## src/design/irq_ctrl_pkg.sv

```systemverilog
// constants, register map and carrier types for the interrupt priority controller
package irq_ctrl_pkg;

  // source count and fixed source positions in vector order
  localparam int          NUM_SRC        = 15;
  localparam int          NUM_PINS       = 8;
  localparam int          SRC_EXT2       = 8;
  localparam int          SRC_EXT4       = 9;
  localparam int          SRC_EXT3       = 13;

  // register indices; byte address is four times the index
  localparam logic [7:0]  IDX_EXT_SAMPLE = 8'hA4;
  localparam logic [7:0]  IDX_PRIO_HI_A  = 8'hB4;
  localparam logic [7:0]  IDX_PRIO_HI_B  = 8'hB5;
  localparam logic [7:0]  IDX_PRIO_LO_A  = 8'hB8;
  localparam logic [7:0]  IDX_PRIO_LO_B  = 8'hB9;
  localparam logic [7:0]  IDX_GROUP3     = 8'hD1;
  localparam logic [7:0]  IDX_GROUP4     = 8'hD8;
  localparam logic [7:0]  IDX_EXT_TRIG   = 8'hE8;
  localparam logic [7:0]  IDX_SRC_ENABLE = 8'hF0;
  localparam logic [7:0]  IDX_STATUS     = 8'hF1;

  // reset values
  localparam logic [7:0]  RST_BYTE       = 8'h00;
  localparam logic [15:0] RST_ENABLE     = 16'h0000;

  // field positions
  localparam int          EXT2_BIT       = 0;
  localparam int          EXT3_BIT       = 1;
  localparam int          TRIG2_LSB      = 2;
  localparam int          TRIG3_LSB      = 4;
  localparam int          TRIG4_LSB      = 6;
  localparam int          G23_COUNT_LSB  = 0;
  localparam int          G23_DIV_LSB    = 2;
  localparam int          G4_COUNT_LSB   = 4;
  localparam int          G4_DIV_LSB     = 6;
  localparam int          GLOBAL_EN_BIT  = 15;

  // trigger mode codes
  localparam logic [1:0]  TRIG_LOW       = 2'h0;
  localparam logic [1:0]  TRIG_FALL      = 2'h1;
  localparam logic [1:0]  TRIG_RISE      = 2'h2;
  localparam logic [1:0]  TRIG_BOTH      = 2'h3;

  // vector table and timing in machine cycles (one clock each)
  localparam logic [15:0] VECTOR_BASE    = 16'h0003;
  localparam int          VECTOR_SHIFT   = 3;
  localparam int          CALL_CYCLES    = 7;
  localparam int          RETI_WAIT      = 8;

  // classic wishbone request and answer
  typedef struct packed {
    logic        cyc;
    logic        stb;
    logic        we;
    logic [9:0]  adr;
    logic [3:0]  sel;
    logic [31:0] dat;
  } wb_req_t;

  typedef struct packed {
    logic        ack;
    logic [31:0] dat;
  } wb_rsp_t;

  // call request handed to the core
  typedef struct packed {
    logic        start;
    logic        busy;
    logic [15:0] vector;
    logic [1:0]  level;
  } call_req_t;

endpackage : irq_ctrl_pkg

```

## src/design/irq_priority_ctrl.sv

```systemverilog
// interrupt priority controller: pin filtering, pending flags, ranking, call sequencing
// Behaviour
// - external group 2 and 3 pending flags read 1 while pending, 0 otherwise.
// - group-4 channel flags set by hardware, cleared only by software write.
// - group-3 channel flags set by hardware, cleared only by software write.
// - accepted interrupt pushes program counter and loads source vector 0003H..0073H.
// - two priority bits per source give levels 0 (lowest) to 3 (highest).
// - only strictly higher level preempts; level 3 never preempted; higher wins.
// - equal levels resolved by fixed polling order, touch key first.
// - all interrupt flags sampled once per machine cycle on rising edge.
// - no vectoring during equal service, mid-instruction, or right after return/config.
// - requests cleared before the block ends are dropped; only valid ones polled.
// - hardware call saves only the program counter, never the status word.
// - return-from-interrupt clears in-service level; plain return leaves it set.
// - call decided by third cycle, call lasts seven cycles.
// - return-from-interrupt adds eight cycles before a call may begin.
// - group 2 single input; group 4 four inputs, group 3 three, one vector each.
// - trigger code 00 low level, 11 both edges.
// - code 01 falling edge, 10 rising edge; group-4 mode shared by channels.
// - edges need old level then new level held for the sample count.
// - edge-mode group 2/3 pending flag cleared when vectored.
// - low-level mode request follows pin and repeats while level persists.
// - sampling clock divided by 1, 16, 64 or 128 per group field.
// - sample count field needs 1 to 4 matching samples.
// - any enabled request wakes the processor from idle or power-down.
// - global enable bit gates every source; here it gates calls only, wake ignores it.
//
// The implementer's own choice: the Wishbone register port.
module irq_priority_ctrl #(
  parameter int CALL_LEN  = irq_ctrl_pkg::CALL_CYCLES,
  parameter int RETI_HOLD = irq_ctrl_pkg::RETI_WAIT
) (
  // clock and reset
  input  wire logic                    mclk,
  input  wire logic                    reset_n,
  // register bus
  input  wire irq_ctrl_pkg::wb_req_t   wb_req,
  output irq_ctrl_pkg::wb_rsp_t        wb_rsp,
  // peripheral request flags, one per source in vector order
  input  wire logic [14:0]             periph_req,
  // external interrupt pins
  input  wire logic                    ext2_pin,
  input  wire logic [2:0]              ext3_pin,
  input  wire logic [3:0]              ext4_pin,
  // core instruction state
  input  wire logic                    core_last_cycle,
  input  wire logic                    core_is_reti,
  input  wire logic                    core_touch_cfg,
  // call request and status toward the core
  output irq_ctrl_pkg::call_req_t      call,
  output logic [3:0]                   in_service,
  output logic                         wake
);
  import irq_ctrl_pkg::*;

  if (CALL_LEN < 1 || CALL_LEN > 15 || RETI_HOLD < 1 || RETI_HOLD > 15) begin : g_check
    $error("call length and return hold must lie in 1..15");
  end

  typedef enum logic {ST_IDLE, ST_CALL} call_state_t;

  // configuration registers
  logic [7:0]  ext_sample_ctrl;
  logic [7:0]  prio_high_a;
  logic [7:0]  prio_high_b;
  logic [7:0]  prio_low_a;
  logic [7:0]  prio_low_b;
  logic [15:0] src_enable;
  logic [7:0]  ext_trigger_flag_reg;
  logic [2:0]  group3_channel_pending;
  logic [3:0]  group4_channel_pending;

  // bus decode
  wire         bus_req   = wb_req.cyc & wb_req.stb;
  wire         bus_wr    = bus_req & wb_req.we & wb_rsp.ack;
  wire [7:0]   bus_idx   = wb_req.adr[9:2];
  wire         wr_lo     = bus_wr & wb_req.sel[0];
  wire         wr_hi     = bus_wr & wb_req.sel[1];
  wire         wr_sample = wr_lo & (bus_idx == IDX_EXT_SAMPLE);
  wire         wr_pha    = wr_lo & (bus_idx == IDX_PRIO_HI_A);
  wire         wr_phb    = wr_lo & (bus_idx == IDX_PRIO_HI_B);
  wire         wr_pla    = wr_lo & (bus_idx == IDX_PRIO_LO_A);
  wire         wr_plb    = wr_lo & (bus_idx == IDX_PRIO_LO_B);
  wire         wr_g3     = wr_lo & (bus_idx == IDX_GROUP3);
  wire         wr_g4     = wr_lo & (bus_idx == IDX_GROUP4);
  wire         wr_trig   = wr_lo & (bus_idx == IDX_EXT_TRIG);
  wire         wr_en_lo  = wr_lo & (bus_idx == IDX_SRC_ENABLE);
  wire         wr_en_hi  = wr_hi & (bus_idx == IDX_SRC_ENABLE);
  wire [7:0]   wdat      = wb_req.dat[7:0];
  wire         cfg_write = wr_pha | wr_phb | wr_pla | wr_plb | wr_en_lo | wr_en_hi;

  // field extraction
  wire [1:0]   trig2     = ext_trigger_flag_reg[TRIG2_LSB +: 2];
  wire [1:0]   trig3     = ext_trigger_flag_reg[TRIG3_LSB +: 2];
  wire [1:0]   trig4     = ext_trigger_flag_reg[TRIG4_LSB +: 2];
  wire [1:0]   g23_div   = ext_sample_ctrl[G23_DIV_LSB +: 2];
  wire [1:0]   g23_cnt   = ext_sample_ctrl[G23_COUNT_LSB +: 2];
  wire [1:0]   g4_div    = ext_sample_ctrl[G4_DIV_LSB +: 2];
  wire [1:0]   g4_cnt    = ext_sample_ctrl[G4_COUNT_LSB +: 2];
  wire         global_irq_enable = src_enable[GLOBAL_EN_BIT];

  // register bus: ack one cycle after the request, dropped the cycle after
  logic [31:0] rdata;
  logic [7:0]  status;
  always_comb begin
    if (bus_idx == IDX_EXT_SAMPLE) rdata = {24'h0, ext_sample_ctrl};
    else if (bus_idx == IDX_PRIO_HI_A) rdata = {25'h0, prio_high_a[6:0]};
    else if (bus_idx == IDX_PRIO_HI_B) rdata = {24'h0, prio_high_b};
    else if (bus_idx == IDX_PRIO_LO_A) rdata = {25'h0, prio_low_a[6:0]};
    else if (bus_idx == IDX_PRIO_LO_B) rdata = {24'h0, prio_low_b};
    else if (bus_idx == IDX_GROUP3) rdata = {29'h0, group3_channel_pending};
    else if (bus_idx == IDX_GROUP4) rdata = {24'h0, group4_channel_pending[3:1], 4'h0, group4_channel_pending[0]};
    else if (bus_idx == IDX_EXT_TRIG) rdata = {24'h0, ext_trigger_flag_reg};
    else if (bus_idx == IDX_SRC_ENABLE) rdata = {16'h0, src_enable};
    else if (bus_idx == IDX_STATUS) rdata = {24'h0, status};
    else rdata = 32'h0;
  end

  always_ff @(posedge mclk or negedge reset_n) begin
    if (!reset_n) begin
      wb_rsp <= '0;
    end else begin
      wb_rsp.ack <= bus_req & ~wb_rsp.ack;
      wb_rsp.dat <= rdata;
    end
  end

  // configuration writes land on the acknowledging edge
  always_ff @(posedge mclk or negedge reset_n) begin
    if (!reset_n) begin
      ext_sample_ctrl <= RST_BYTE;
      prio_high_a     <= RST_BYTE;
      prio_high_b     <= RST_BYTE;
      prio_low_a      <= RST_BYTE;
      prio_low_b      <= RST_BYTE;
      src_enable      <= RST_ENABLE;
    end else begin
      if (wr_sample) ext_sample_ctrl <= wdat;
      if (wr_pha) prio_high_a <= {1'b0, wdat[6:0]};
      if (wr_phb) prio_high_b <= wdat;
      if (wr_pla) prio_low_a <= {1'b0, wdat[6:0]};
      if (wr_plb) prio_low_b <= wdat;
      if (wr_en_lo) src_enable[7:0] <= wdat;
      if (wr_en_hi) src_enable[15:8] <= wb_req.dat[15:8];
    end
  end

  // pin synchronisers; a change counts once stages two and three agree
  wire [NUM_PINS-1:0] pins = {ext4_pin, ext3_pin, ext2_pin};
  logic [NUM_PINS-1:0] sync1;
  logic [NUM_PINS-1:0] sync2;
  logic [NUM_PINS-1:0] sync3;
  logic [NUM_PINS-1:0] pin_level;
  always_ff @(posedge mclk or negedge reset_n) begin
    if (!reset_n) begin
      sync1     <= '1;
      sync2     <= '1;
      sync3     <= '1;
      pin_level <= '1;
    end else begin
      sync1     <= pins;
      sync2     <= sync1;
      sync3     <= sync2;
      pin_level <= (sync2 & sync3) | (pin_level & (sync2 ^ sync3));
    end
  end

  // shared prescaler; each group picks its own tick
  logic [6:0] presc;
  always_ff @(posedge mclk or negedge reset_n) begin
    if (!reset_n) presc <= 7'h00;
    else presc <= presc + 7'h01;
  end

  function automatic logic div_tick(input logic [1:0] code, input logic [6:0] cnt);
    div_tick = (code == 2'h0) ? 1'b1 :
               (code == 2'h1) ? (cnt[3:0] == 4'h0) :
               (code == 2'h2) ? (cnt[5:0] == 6'h00) : (cnt == 7'h00);
  endfunction

  wire tick23 = div_tick(g23_div, presc);
  wire tick4  = div_tick(g4_div, presc);

  // per-pin sample filter and trigger detection
  logic [NUM_PINS-1:0] filt;
  logic [NUM_PINS-1:0] hit;
  for (genvar i = 0; i < NUM_PINS; i++) begin : g_pin
    localparam bit IS_G4 = (i >= 4);
    logic [1:0] run;
    logic       filt_q;
    wire        tick = IS_G4 ? tick4 : tick23;
    wire [1:0]  need = IS_G4 ? g4_cnt : g23_cnt;
    wire [1:0]  mode = IS_G4 ? trig4 : ((i == 0) ? trig2 : trig3);
    wire        fall = filt_q & ~filt[i];
    wire        rise = ~filt_q & filt[i];
    always_ff @(posedge mclk or negedge reset_n) begin
      if (!reset_n) begin
        run     <= 2'h0;
        filt[i] <= 1'b1;
        filt_q  <= 1'b1;
      end else begin
        filt_q <= filt[i];
        if (tick && pin_level[i] != filt[i]) begin
          if (run >= need) begin
            filt[i] <= pin_level[i];
            run     <= 2'h0;
          end else begin
            run <= run + 2'h1;
          end
        end else if (tick) begin
          run <= 2'h0;
        end
      end
    end
    assign hit[i] = (mode == TRIG_LOW)  ? ~filt[i] :
                    (mode == TRIG_FALL) ? fall :
                    (mode == TRIG_RISE) ? rise : (fall | rise);
  end

  // ranking and call control signals
  logic [14:0] sampled;
  logic [3:0]  win_id;
  logic [1:0]  win_lvl;
  logic        win_valid;
  logic        hold_one;
  logic [3:0]  reti_wait;
  logic [3:0]  call_cnt;
  call_state_t state;

  wire         accept;
  wire         clr_ext2 = accept & (win_id == 4'(SRC_EXT2)) & (trig2 != TRIG_LOW);
  wire         clr_ext3 = accept & (win_id == 4'(SRC_EXT3)) & (trig3 != TRIG_LOW);

  // pending flags; hardware set wins over a clear in the same cycle
  always_ff @(posedge mclk or negedge reset_n) begin
    if (!reset_n) begin
      ext_trigger_flag_reg   <= RST_BYTE;
      group3_channel_pending <= 3'h0;
      group4_channel_pending <= 4'h0;
    end else begin
      ext_trigger_flag_reg[7:2] <= wr_trig ? wdat[7:2] : ext_trigger_flag_reg[7:2];
      if (trig2 == TRIG_LOW) ext_trigger_flag_reg[EXT2_BIT] <= hit[0];
      else ext_trigger_flag_reg[EXT2_BIT] <=
        ((wr_trig ? wdat[EXT2_BIT] : ext_trigger_flag_reg[EXT2_BIT]) & ~clr_ext2) | hit[0];
      if (trig3 == TRIG_LOW) ext_trigger_flag_reg[EXT3_BIT] <= |hit[3:1];
      else ext_trigger_flag_reg[EXT3_BIT] <=
        ((wr_trig ? wdat[EXT3_BIT] : ext_trigger_flag_reg[EXT3_BIT]) & ~clr_ext3) | (|hit[3:1]);
      group3_channel_pending <= (wr_g3 ? wdat[2:0] : group3_channel_pending) | hit[3:1];
      group4_channel_pending <= (wr_g4 ? {wdat[7:5], wdat[0]} : group4_channel_pending) | hit[7:4];
    end
  end

  // merged group requests onto single vectors
  logic [14:0] src_flag;
  always_comb begin
    src_flag           = periph_req;
    src_flag[SRC_EXT2] = ext_trigger_flag_reg[EXT2_BIT];
    src_flag[SRC_EXT4] = |group4_channel_pending;
    src_flag[SRC_EXT3] = ext_trigger_flag_reg[EXT3_BIT];
  end

  wire [14:0] enabled   = src_flag & src_enable[14:0] & {15{global_irq_enable}};
  wire [14:0] prio_high = {prio_high_b, prio_high_a[6:0]};
  wire [14:0] prio_low  = {prio_low_b, prio_low_a[6:0]};

  // flags sampled every cycle; cleared ones drop out
  always_ff @(posedge mclk or negedge reset_n) begin
    if (!reset_n) sampled <= 15'h0000;
    else sampled <= enabled;
  end

  // highest level wins; strict compare keeps lower index on ties
  always_comb begin
    win_valid = 1'b0;
    win_id    = 4'h0;
    win_lvl   = 2'h0;
    for (int i = 0; i < NUM_SRC; i++) begin
      if (sampled[i] && (!win_valid || {prio_high[i], prio_low[i]} > win_lvl)) begin
        win_valid = 1'b1;
        win_id    = 4'(i);
        win_lvl   = {prio_high[i], prio_low[i]};
      end
    end
  end

  // level currently in service, highest bit first
  wire       act_valid = |in_service;
  wire [1:0] act_lvl   = in_service[3] ? 2'h3 : in_service[2] ? 2'h2 : in_service[1] ? 2'h1 : 2'h0;
  wire       preempt_ok = !act_valid || (win_lvl > act_lvl);
  wire       blocked = hold_one || (reti_wait != 4'h0) || core_is_reti || core_touch_cfg || cfg_write;
  assign accept = (state == ST_IDLE) && core_last_cycle && win_valid && preempt_ok && !blocked;

  // one more instruction and return wait
  always_ff @(posedge mclk or negedge reset_n) begin
    if (!reset_n) begin
      hold_one  <= 1'b0;
      reti_wait <= 4'h0;
    end else begin
      if (core_is_reti || core_touch_cfg || cfg_write) hold_one <= 1'b1;
      else if (core_last_cycle) hold_one <= 1'b0;
      if (core_is_reti && !core_last_cycle) reti_wait <= 4'(RETI_HOLD);
      else if (reti_wait != 4'h0) reti_wait <= reti_wait - 4'h1;
    end
  end

  // in-service bookkeeping; a plain return never touches it
  logic [3:0] top_bit;
  assign top_bit = 4'h1 << act_lvl;
  always_ff @(posedge mclk or negedge reset_n) begin
    if (!reset_n) in_service <= 4'h0;
    else if (accept) in_service <= in_service | (4'h1 << win_lvl);
    else if (core_is_reti && core_last_cycle) in_service <= in_service & ~top_bit;
  end

  // call sequence: vector out, core pushes the program counter only
  always_ff @(posedge mclk or negedge reset_n) begin
    if (!reset_n) begin
      state    <= ST_IDLE;
      call_cnt <= 4'h0;
      call     <= '0;
    end else begin
      call.start <= accept;
      case (state)
        ST_IDLE: begin
          if (accept) begin
            state       <= ST_CALL;
            call_cnt    <= 4'(CALL_LEN - 1);
            call.busy   <= 1'b1;
            call.vector <= VECTOR_BASE + (16'(win_id) << VECTOR_SHIFT);
            call.level  <= win_lvl;
          end
        end
        ST_CALL: begin
          if (call_cnt == 4'h0) begin
            state     <= ST_IDLE;
            call.busy <= 1'b0;
          end else begin
            call_cnt <= call_cnt - 4'h1;
          end
        end
        default: state <= ST_IDLE;
      endcase
    end
  end

  // wake ignores the global gate so a sleeping core always resumes
  always_ff @(posedge mclk or negedge reset_n) begin
    if (!reset_n) wake <= 1'b0;
    else wake <= |(src_flag & src_enable[14:0]);
  end

  // status word for software
  assign status = {2'h0, blocked, call.busy, in_service};

endmodule : irq_priority_ctrl

```

## config.mk

```make
export PLATFORM = sky130hd
export DESIGN_NAME = irq_priority_ctrl
export DESIGN_NICKNAME = d
export VERILOG_FILES = /design/src/design/irq_ctrl_pkg.sv /design/src/design/irq_priority_ctrl.sv
export SDC_FILE = /design/constraint.sdc
export NUM_CORES = 1
export LEC_CHECK = 0
export BUFFER_PORTS_ARGS = -buffer_cell sky130_fd_sc_hd__buf_4
export CAP_MARGIN = 25
export CORE_ASPECT_RATIO = 0.5
export CORE_UTILIZATION = 65
export CTS_BUF_LIST = sky130_fd_sc_hd__clkbuf_4
export DETAILED_ROUTE_END_ITERATION = 8
export PLACE_DENSITY_LB_ADDON = 0.3
export SYNTH_ARGS = -nofsm -noshare
export SYNTH_HDL_FRONTEND = slang
export SYNTH_SLANG_ARGS = --single-unit
```

## constraint.sdc

```tcl
create_clock -name mclk -period 32 [get_ports mclk]
set_input_delay 6.4 -clock mclk [delete_from_list [all_inputs] [get_ports mclk]]
set_output_delay 6.4 -clock mclk [all_outputs]
set_load 0.02 [all_outputs]
```

== After elaboration in Yosys (flattened, before gate mapping) ==
Cells that the tools add are included.

* Add/subtract/negate cells: 12
* Order comparisons: 23
* Eq/ne operators: 33
* Shift operators: 2
* Multiplexer cells: 126
* Bitwise operators: 84
* Reduce and logical (&&, ||, !) cells: 104

{| class="wikitable"
|+ Operators with widths
! cell !! count
|-
| $mux W32 || 5
|-
| $eq A8 B8 Y1 const B || 10
|-
| $mux W4 || 20
|-
| $mux W2 || 35
|-
| $mux W16 || 4
|-
| $mux W1 || 56
|-
| $and A1 B1 Y1 || 38
|-
| $and A15 B15 Y15 || 2
|-
| $gt A2 B2 Y1 || 15
|-
| $logic_and A1 B1 Y1 || 28
|-
| $reduce_bool A2 Y1 || 13
|-
| $reduce_and A2 Y1 || 11
|-
| $logic_or A1 B1 Y1 || 21
|-
| $not A1 Y1 || 20
|-
| $mux W19 || 1
|-
| $logic_not A1 Y1 || 17
|-
| $add A2 B1 Y2 const B || 8
|-
| $and A8 B8 Y8 || 2
|-
| $ge A2 B2 Y1 || 8
|-
| $or A1 B1 Y1 || 15
|-
| $reduce_or A15 Y1 || 1
|-
| $eq A2 B1 Y1 const B || 5
|-
| $eq A2 B2 Y1 const B || 5
|-
| $logic_not A2 Y1 || 5
|-
| other kinds (24) || 39
|}

* Register bits after elaboration: 223
* Bits of input ports: 77
* Word-level logic and storage cells: 437

== Logic depth before layout (Yosys ltp) ==
* Depth after elaboration: 67
* Gate-level depth with buffers: 109
* Mapped depth without buffers: 108

== Worst setup path after synthesis ==
OpenSTA, ideal clock, no wires.

* Kind: register to register
* Start point: reg sampled[0]
* End point: reg ext_trigger_flag_reg[0]
* Arrival time: 17.639 ns
* Data required time: 31.872 ns
* Setup slack: 14.233 ns
* Stages on the path, launching flop included: 104
* Period minus slack after synthesis: 17.767 ns
* Cells stage by stage: dfrtp_1 -> buf_6 -> nand2_1 -> ha_1 -> nor2b_1 -> o311a_1 -> a32o_1 -> inv_1 -> ha_1 -> nor2b_1 -> o311a_4 -> o21ai_0 -> ha_1 -> nor2b_1 -> o211ai_1 -> nand3_1 -> o211a_4 -> inv_4 -> [68 not listed] -> nand2_1 -> a2111oi_4 -> or2_1 -> ha_1 -> inv_1 -> a21oi_1 -> a21oi_1 -> o21a_1 -> o31ai_4 -> ha_1 -> a21oi_1 -> a21oi_1 -> nor3_1 -> o311ai_2 -> nor2_1 -> nor4b_1 -> o221ai_1 -> o21bai_1

* Cells in the longest elaborated chain, start to end: 67
* Elaborated cells between the ends (all ways): 112
* Classes of those cells: order compare (15); eq/ne (1); mux (45); bitwise (5); reduce/logical (46)

{| class="wikitable"
|+ RTL lines
! element !! line !! text
|-
| from (decl) || irq_priority_ctrl.sv:221 || <nowiki>logic [14:0] sampled;</nowiki>
|-
| from (signal assigned) || irq_priority_ctrl.sv:269 || <nowiki>else sampled <= enabled;</nowiki>
|-
| $mux W2 or $mux W1 (tied branches) || irq_priority_ctrl.sv:278 || <nowiki>if (sampled[i] && (!win_valid || {prio_high[i], prio_low[i]} > win_lvl)) begin</nowiki>
|-
| $gt A2 B2 Y1 or $logic_not A1 Y1 (tied branches) || irq_priority_ctrl.sv:278 ||
|-
| $logic_or A1 B1 Y1 || irq_priority_ctrl.sv:278 ||
|-
| $logic_and A1 B1 Y1 || irq_priority_ctrl.sv:278 ||
|-
| $mux W2 or $mux W1 (tied branches) || irq_priority_ctrl.sv:278 ||
|-
| $gt A2 B2 Y1 or $logic_not A1 Y1 (tied branches) || irq_priority_ctrl.sv:278 ||
|-
| $logic_or A1 B1 Y1 || irq_priority_ctrl.sv:278 ||
|-
| $logic_and A1 B1 Y1 || irq_priority_ctrl.sv:278 ||
|-
| [49 not listed] || n/a ||
|-
| $gt A2 B2 Y1 || irq_priority_ctrl.sv:289 || <nowiki>wire preempt_ok = !act_valid || (win_lvl > act_lvl);</nowiki>
|-
| $logic_or A1 B1 Y1 || irq_priority_ctrl.sv:289 ||
|-
| $logic_and A1 B1 Y1 (2 in a row) || irq_priority_ctrl.sv:291 || <nowiki>assign accept = (state == ST_IDLE) && core_last_cycle && win_valid && preempt_ok && !blocked;</nowiki>
|-
| $and A1 B1 Y1 (*) (2 in a row) || irq_priority_ctrl.sv:231 || <nowiki>wire clr_ext2 = accept & (win_id == 4'(SRC_EXT2)) & (trig2 != TRIG_LOW);</nowiki>
|-
| $not A1 Y1 (*) || irq_priority_ctrl.sv:244 || <nowiki>((wr_trig ? wdat[EXT2_BIT] : ext_trigger_flag_reg[EXT2_BIT]) & ~clr_ext2) | hit[0];</nowiki>
|-
| $and A1 B1 Y1 (*) || irq_priority_ctrl.sv:244 ||
|-
| $or A1 B1 Y1 (*) || irq_priority_ctrl.sv:244 ||
|-
| $mux W1 (*) || irq_priority_ctrl.sv:242 || <nowiki>if (trig2 == TRIG_LOW) ext_trigger_flag_reg[EXT2_BIT] <= hit[0];</nowiki>
|-
| to (signal, indexed assignment) || irq_priority_ctrl.sv:242 ||
|-
| to (signal, indexed assignment) || irq_priority_ctrl.sv:243 || <nowiki>else ext_trigger_flag_reg[EXT2_BIT] <=</nowiki>
|-
| to (signal, indexed assignment) || irq_priority_ctrl.sv:245 || <nowiki>if (trig3 == TRIG_LOW) ext_trigger_flag_reg[EXT3_BIT] <= |hit[3:1];</nowiki>
|-
| to (decl) || irq_priority_ctrl.sv:69 || <nowiki>logic [7:0] ext_trigger_flag_reg;</nowiki>
|}

Mark *: on every way between the ends. The rest lies on a longest branch, timed or not.
A chain may end at the register's enable or synchronous reset.

== Worst setup path in the final report ==
* Start point: reg sampled[0]
* End point: reg ext_trigger_flag_reg[0]

* Cells in the longest elaborated chain, start to end: 67
* Elaborated cells between the ends (all ways): 112
* Classes of those cells: order compare (15); eq/ne (1); mux (45); bitwise (5); reduce/logical (46)

{| class="wikitable"
|+ RTL lines
! element !! line !! text
|-
| $mux W2 or $mux W1 (tied branches) || irq_priority_ctrl.sv:278 ||
|-
| $gt A2 B2 Y1 or $logic_not A1 Y1 (tied branches) || irq_priority_ctrl.sv:278 ||
|-
| $logic_or A1 B1 Y1 || irq_priority_ctrl.sv:278 ||
|-
| $logic_and A1 B1 Y1 || irq_priority_ctrl.sv:278 ||
|-
| $mux W2 or $mux W1 (tied branches) || irq_priority_ctrl.sv:278 ||
|-
| $gt A2 B2 Y1 or $logic_not A1 Y1 (tied branches) || irq_priority_ctrl.sv:278 ||
|-
| $logic_or A1 B1 Y1 || irq_priority_ctrl.sv:278 ||
|-
| $logic_and A1 B1 Y1 || irq_priority_ctrl.sv:278 ||
|-
| [49 not listed] || n/a ||
|-
| via win_lvl[1] || irq_priority_ctrl.sv:223 || <nowiki>logic [1:0] win_lvl;</nowiki>
|-
| $gt A2 B2 Y1 (*) || irq_priority_ctrl.sv:289 ||
|-
| $logic_or A1 B1 Y1 (*) || irq_priority_ctrl.sv:289 ||
|-
| $logic_and A1 B1 Y1 (*) (2 in a row) || irq_priority_ctrl.sv:291 ||
|-
| $and A1 B1 Y1 (*) (2 in a row) || irq_priority_ctrl.sv:231 ||
|-
| $not A1 Y1 (*) || irq_priority_ctrl.sv:244 ||
|-
| $and A1 B1 Y1 (*) || irq_priority_ctrl.sv:244 ||
|-
| $or A1 B1 Y1 (*) || irq_priority_ctrl.sv:244 ||
|-
| $mux W1 (*) || irq_priority_ctrl.sv:242 ||
|}

The timed path passes the listed nets; every way through them passes the cells marked *.

==> metrics.txt <==
Main synth FF type dfrtp_1; Post-synth ARST share 100.0%; Clock Latency Late Sink 0.60 ns; post-route cell area between 10000 and 15000 um^2; syn avg cell area a little over 10 um^2; CTS resizes 0; Synth Register Bits between 150 and 200; DIE AREA ~17000 um^2; grt ovf 0; initial drt markers 698; top-count cell post-synth dfrtp_1; layout cell share with drive strength beyond 1 between 20% and 30%; Final Skew between 0.03 and 0.04 ns; Top Registers wb_rsp: 17 flops, g_pin.run: 16 flops, src_enable: 16 flops; Num CTS Buffers 17; Overall Global Routing Usage 31.59%; CTS tree yes; DRT Wirelength 25610 um; num rows 32; WHS approximately 0.36 ns; number of global-route vias before repair just under 8000; initial antenna violation count 0; Synth Warn # 0; Biggest register wb_rsp; diode count 0; Die Span Y 92.47 um; non-filler cells, final around 1300; # clock sinks ~200; Slew headroom about a quarter; CP required ~32 ns; Setup TNS 0 ns; Placed Area approximately 11000 um^2; Setup Buffers After CTS 0; max frequency about 45 MHz; dpl cells around 1300; area grow syn2layout 9.666%; Synth Cell Area approximately 11000 um^2; Peak VDD IR around 0.031 mV; Slew @ Worst Pin ~1.1 ns; Worst setup EP type register; Final min period 22.05 ns; H-tree Lvls 4; Synth area leaders dfrtp_1, dfstp_2, ha_1; Port Buffers between 80 and 90; critical path launch point type register; status completed; Final Max Slew Viols 0; maximum clock path buffer count 2; DP Worst Slack around 11 ns; clock root cell clkbuf_4; Lkg Pwr around 5.6 nW; vias after detailed routing ~8200; Final Cycle Share 68.91%; Post-DRT Antenna Nets 0; Pwr Total around 0.44 mW; Seq/Total Area, Yosys about 47%; CP max stage cell nor4b_1; Mapped Cells about 1000; Avg WL per Cell roughly 19 um; Cell Pwr Density 37.59 nW/um^2; Ports about 140; Critical Path Most Common Cell ha_1; Crit Path Class reg2reg; Initial Util between 60% and 70%; dominant cell type by area after synthesis dfrtp_1; RSZ-0062 raised after global routing false; CTS Hold Bufs 0; max FFs per register 17; total of max-cap violations 0; hold crit path type reg2reg; Hold Vio Cnt, Final 0; dpl hpwl around 19000 um; crit path DAT around 23 ns; number of synthesized flops with an enable pin 0; first-pass iteration count of the detailed router 6; Die Wd about 180 um; Post-Route Utilization 74.35%; slowest cell delay on critical path ~0.94 ns; placer congestion estimate around 0.95; Core Area roughly 16000 um^2; largest net degree at the start of global routing approximately 120; commonest cells in the netlist dfrtp_1, nand2_1, nor2_1, mux2_2, ha_1; fin worst setup slack 9.950 ns; top cell type's share of synthesized area approximately a third; synth unique cells 90; Residual DRC 0; Setup violations, final 0; fin nets ~1300; clock transition at the registers of the reported paths 0.18 ns; global-route wire length before repair just over 40000 um; Crit Path Max Fanout 14; via/cell ratio between 6 and 7
power breakdown:
part / internal (mW) / total, mW / switching [mW] / leakage [nW]
Sequential: 0.260 / 0.267 / 0.00680 / 2.50
Clock: 0.0419 / 0.133 / 0.0907 / 0.153
Combinational: 0.0161 / 0.0394 / 0.0233 / 2.94
layout by cell type, fill, tap and decap left out, types with 4 or more instances in the layout:
cell type,Yosys,layout
a21oi_1,43,43
or2_2,5,5
xnor2_1,7,7
a211o_1,4,4
ha_1,68,68
a22o_1,6,6
a22oi_1,11,11
o22ai_1,4,4
a221oi_1,14,14
nor2b_1,10,10
and3_1,20,20
clkbuf_4,0,18
inv_1,67,67
buf_4,27,86
mux2_2,70,70
dfrtp_1,148,148
nand2_1,94,94
and2_1,18,18
o21ai_1,9,9
a21o_1,14,14
mux2i_1,5,5
nor2_1,77,77
o31ai_1,4,4
dfstp_2,48,48
nand4_1,6,6
o21ai_0,49,49
conb_1,1,26
a211oi_1,5,5
nand2b_1,15,15
nand3_1,28,28
nor3_1,13,13
o221ai_1,6,6
xor2_1,10,10
o211ai_1,15,15
o21a_1,8,8
final cells by class:
type	count	area, um^2
Clock inverter	14	145.1
Multi-Input combinational cell	733	5202
Clock buffer	18	135.1
Sequential cell	196	4965
Fill cell	1117	4026
Tap cell	221	276.5
Inverter	70	265.3
Timing Repair Buffer	88	679.4
cell families after synthesis:
family	Yosys count	synth area share (%)
mux	75	7.879
flops	196	46.66
xor+xnor	17	1.399
simple gates	309	14.42
fa+ha+maj	69	8.090
compound gates	237	16.19
other cells	1	0.03524
buf+inv	121	5.327
path summary, 6_finish.rpt:
path	end	slack (ns)	start	cells after the start
worst max-delay path	ext_trigger_flag_reg[0]	9.95	sampled[0]	103
worst min-delay path	sync2[2]	0.36	sync1[2]	0
worst max register to register	ext_trigger_flag_reg[0]	9.95	sampled[0]	103
worst min register to register	sync2[2]	0.36	sync1[2]	0
max in group asynchronous	g_pin[1].filt_q	24.71	reset_n	3
min in group asynchronous	call[18]	5.90	reset_n	1
layer usage:
layer	part of all wire [%]	track usage, %
met1	42	41.47
met2	47	52.09
met3	9.1	8.376
met4	1.8	8.681
met5	0	0
worst max-delay path, delay by kind of cell (launching register included):
family	cells	cell delay [ns]
flip-flops	1	0.67
AND/OR/NAND/NOR	31	5.49
multiplexers	2	0.83
buffers and inverters	6	0.44
AO/OA/AOI/OAI	49	10.42
adder cells (fa/ha/maj)	15	4.05
Note: power is estimated with default switching activity, not from simulation.
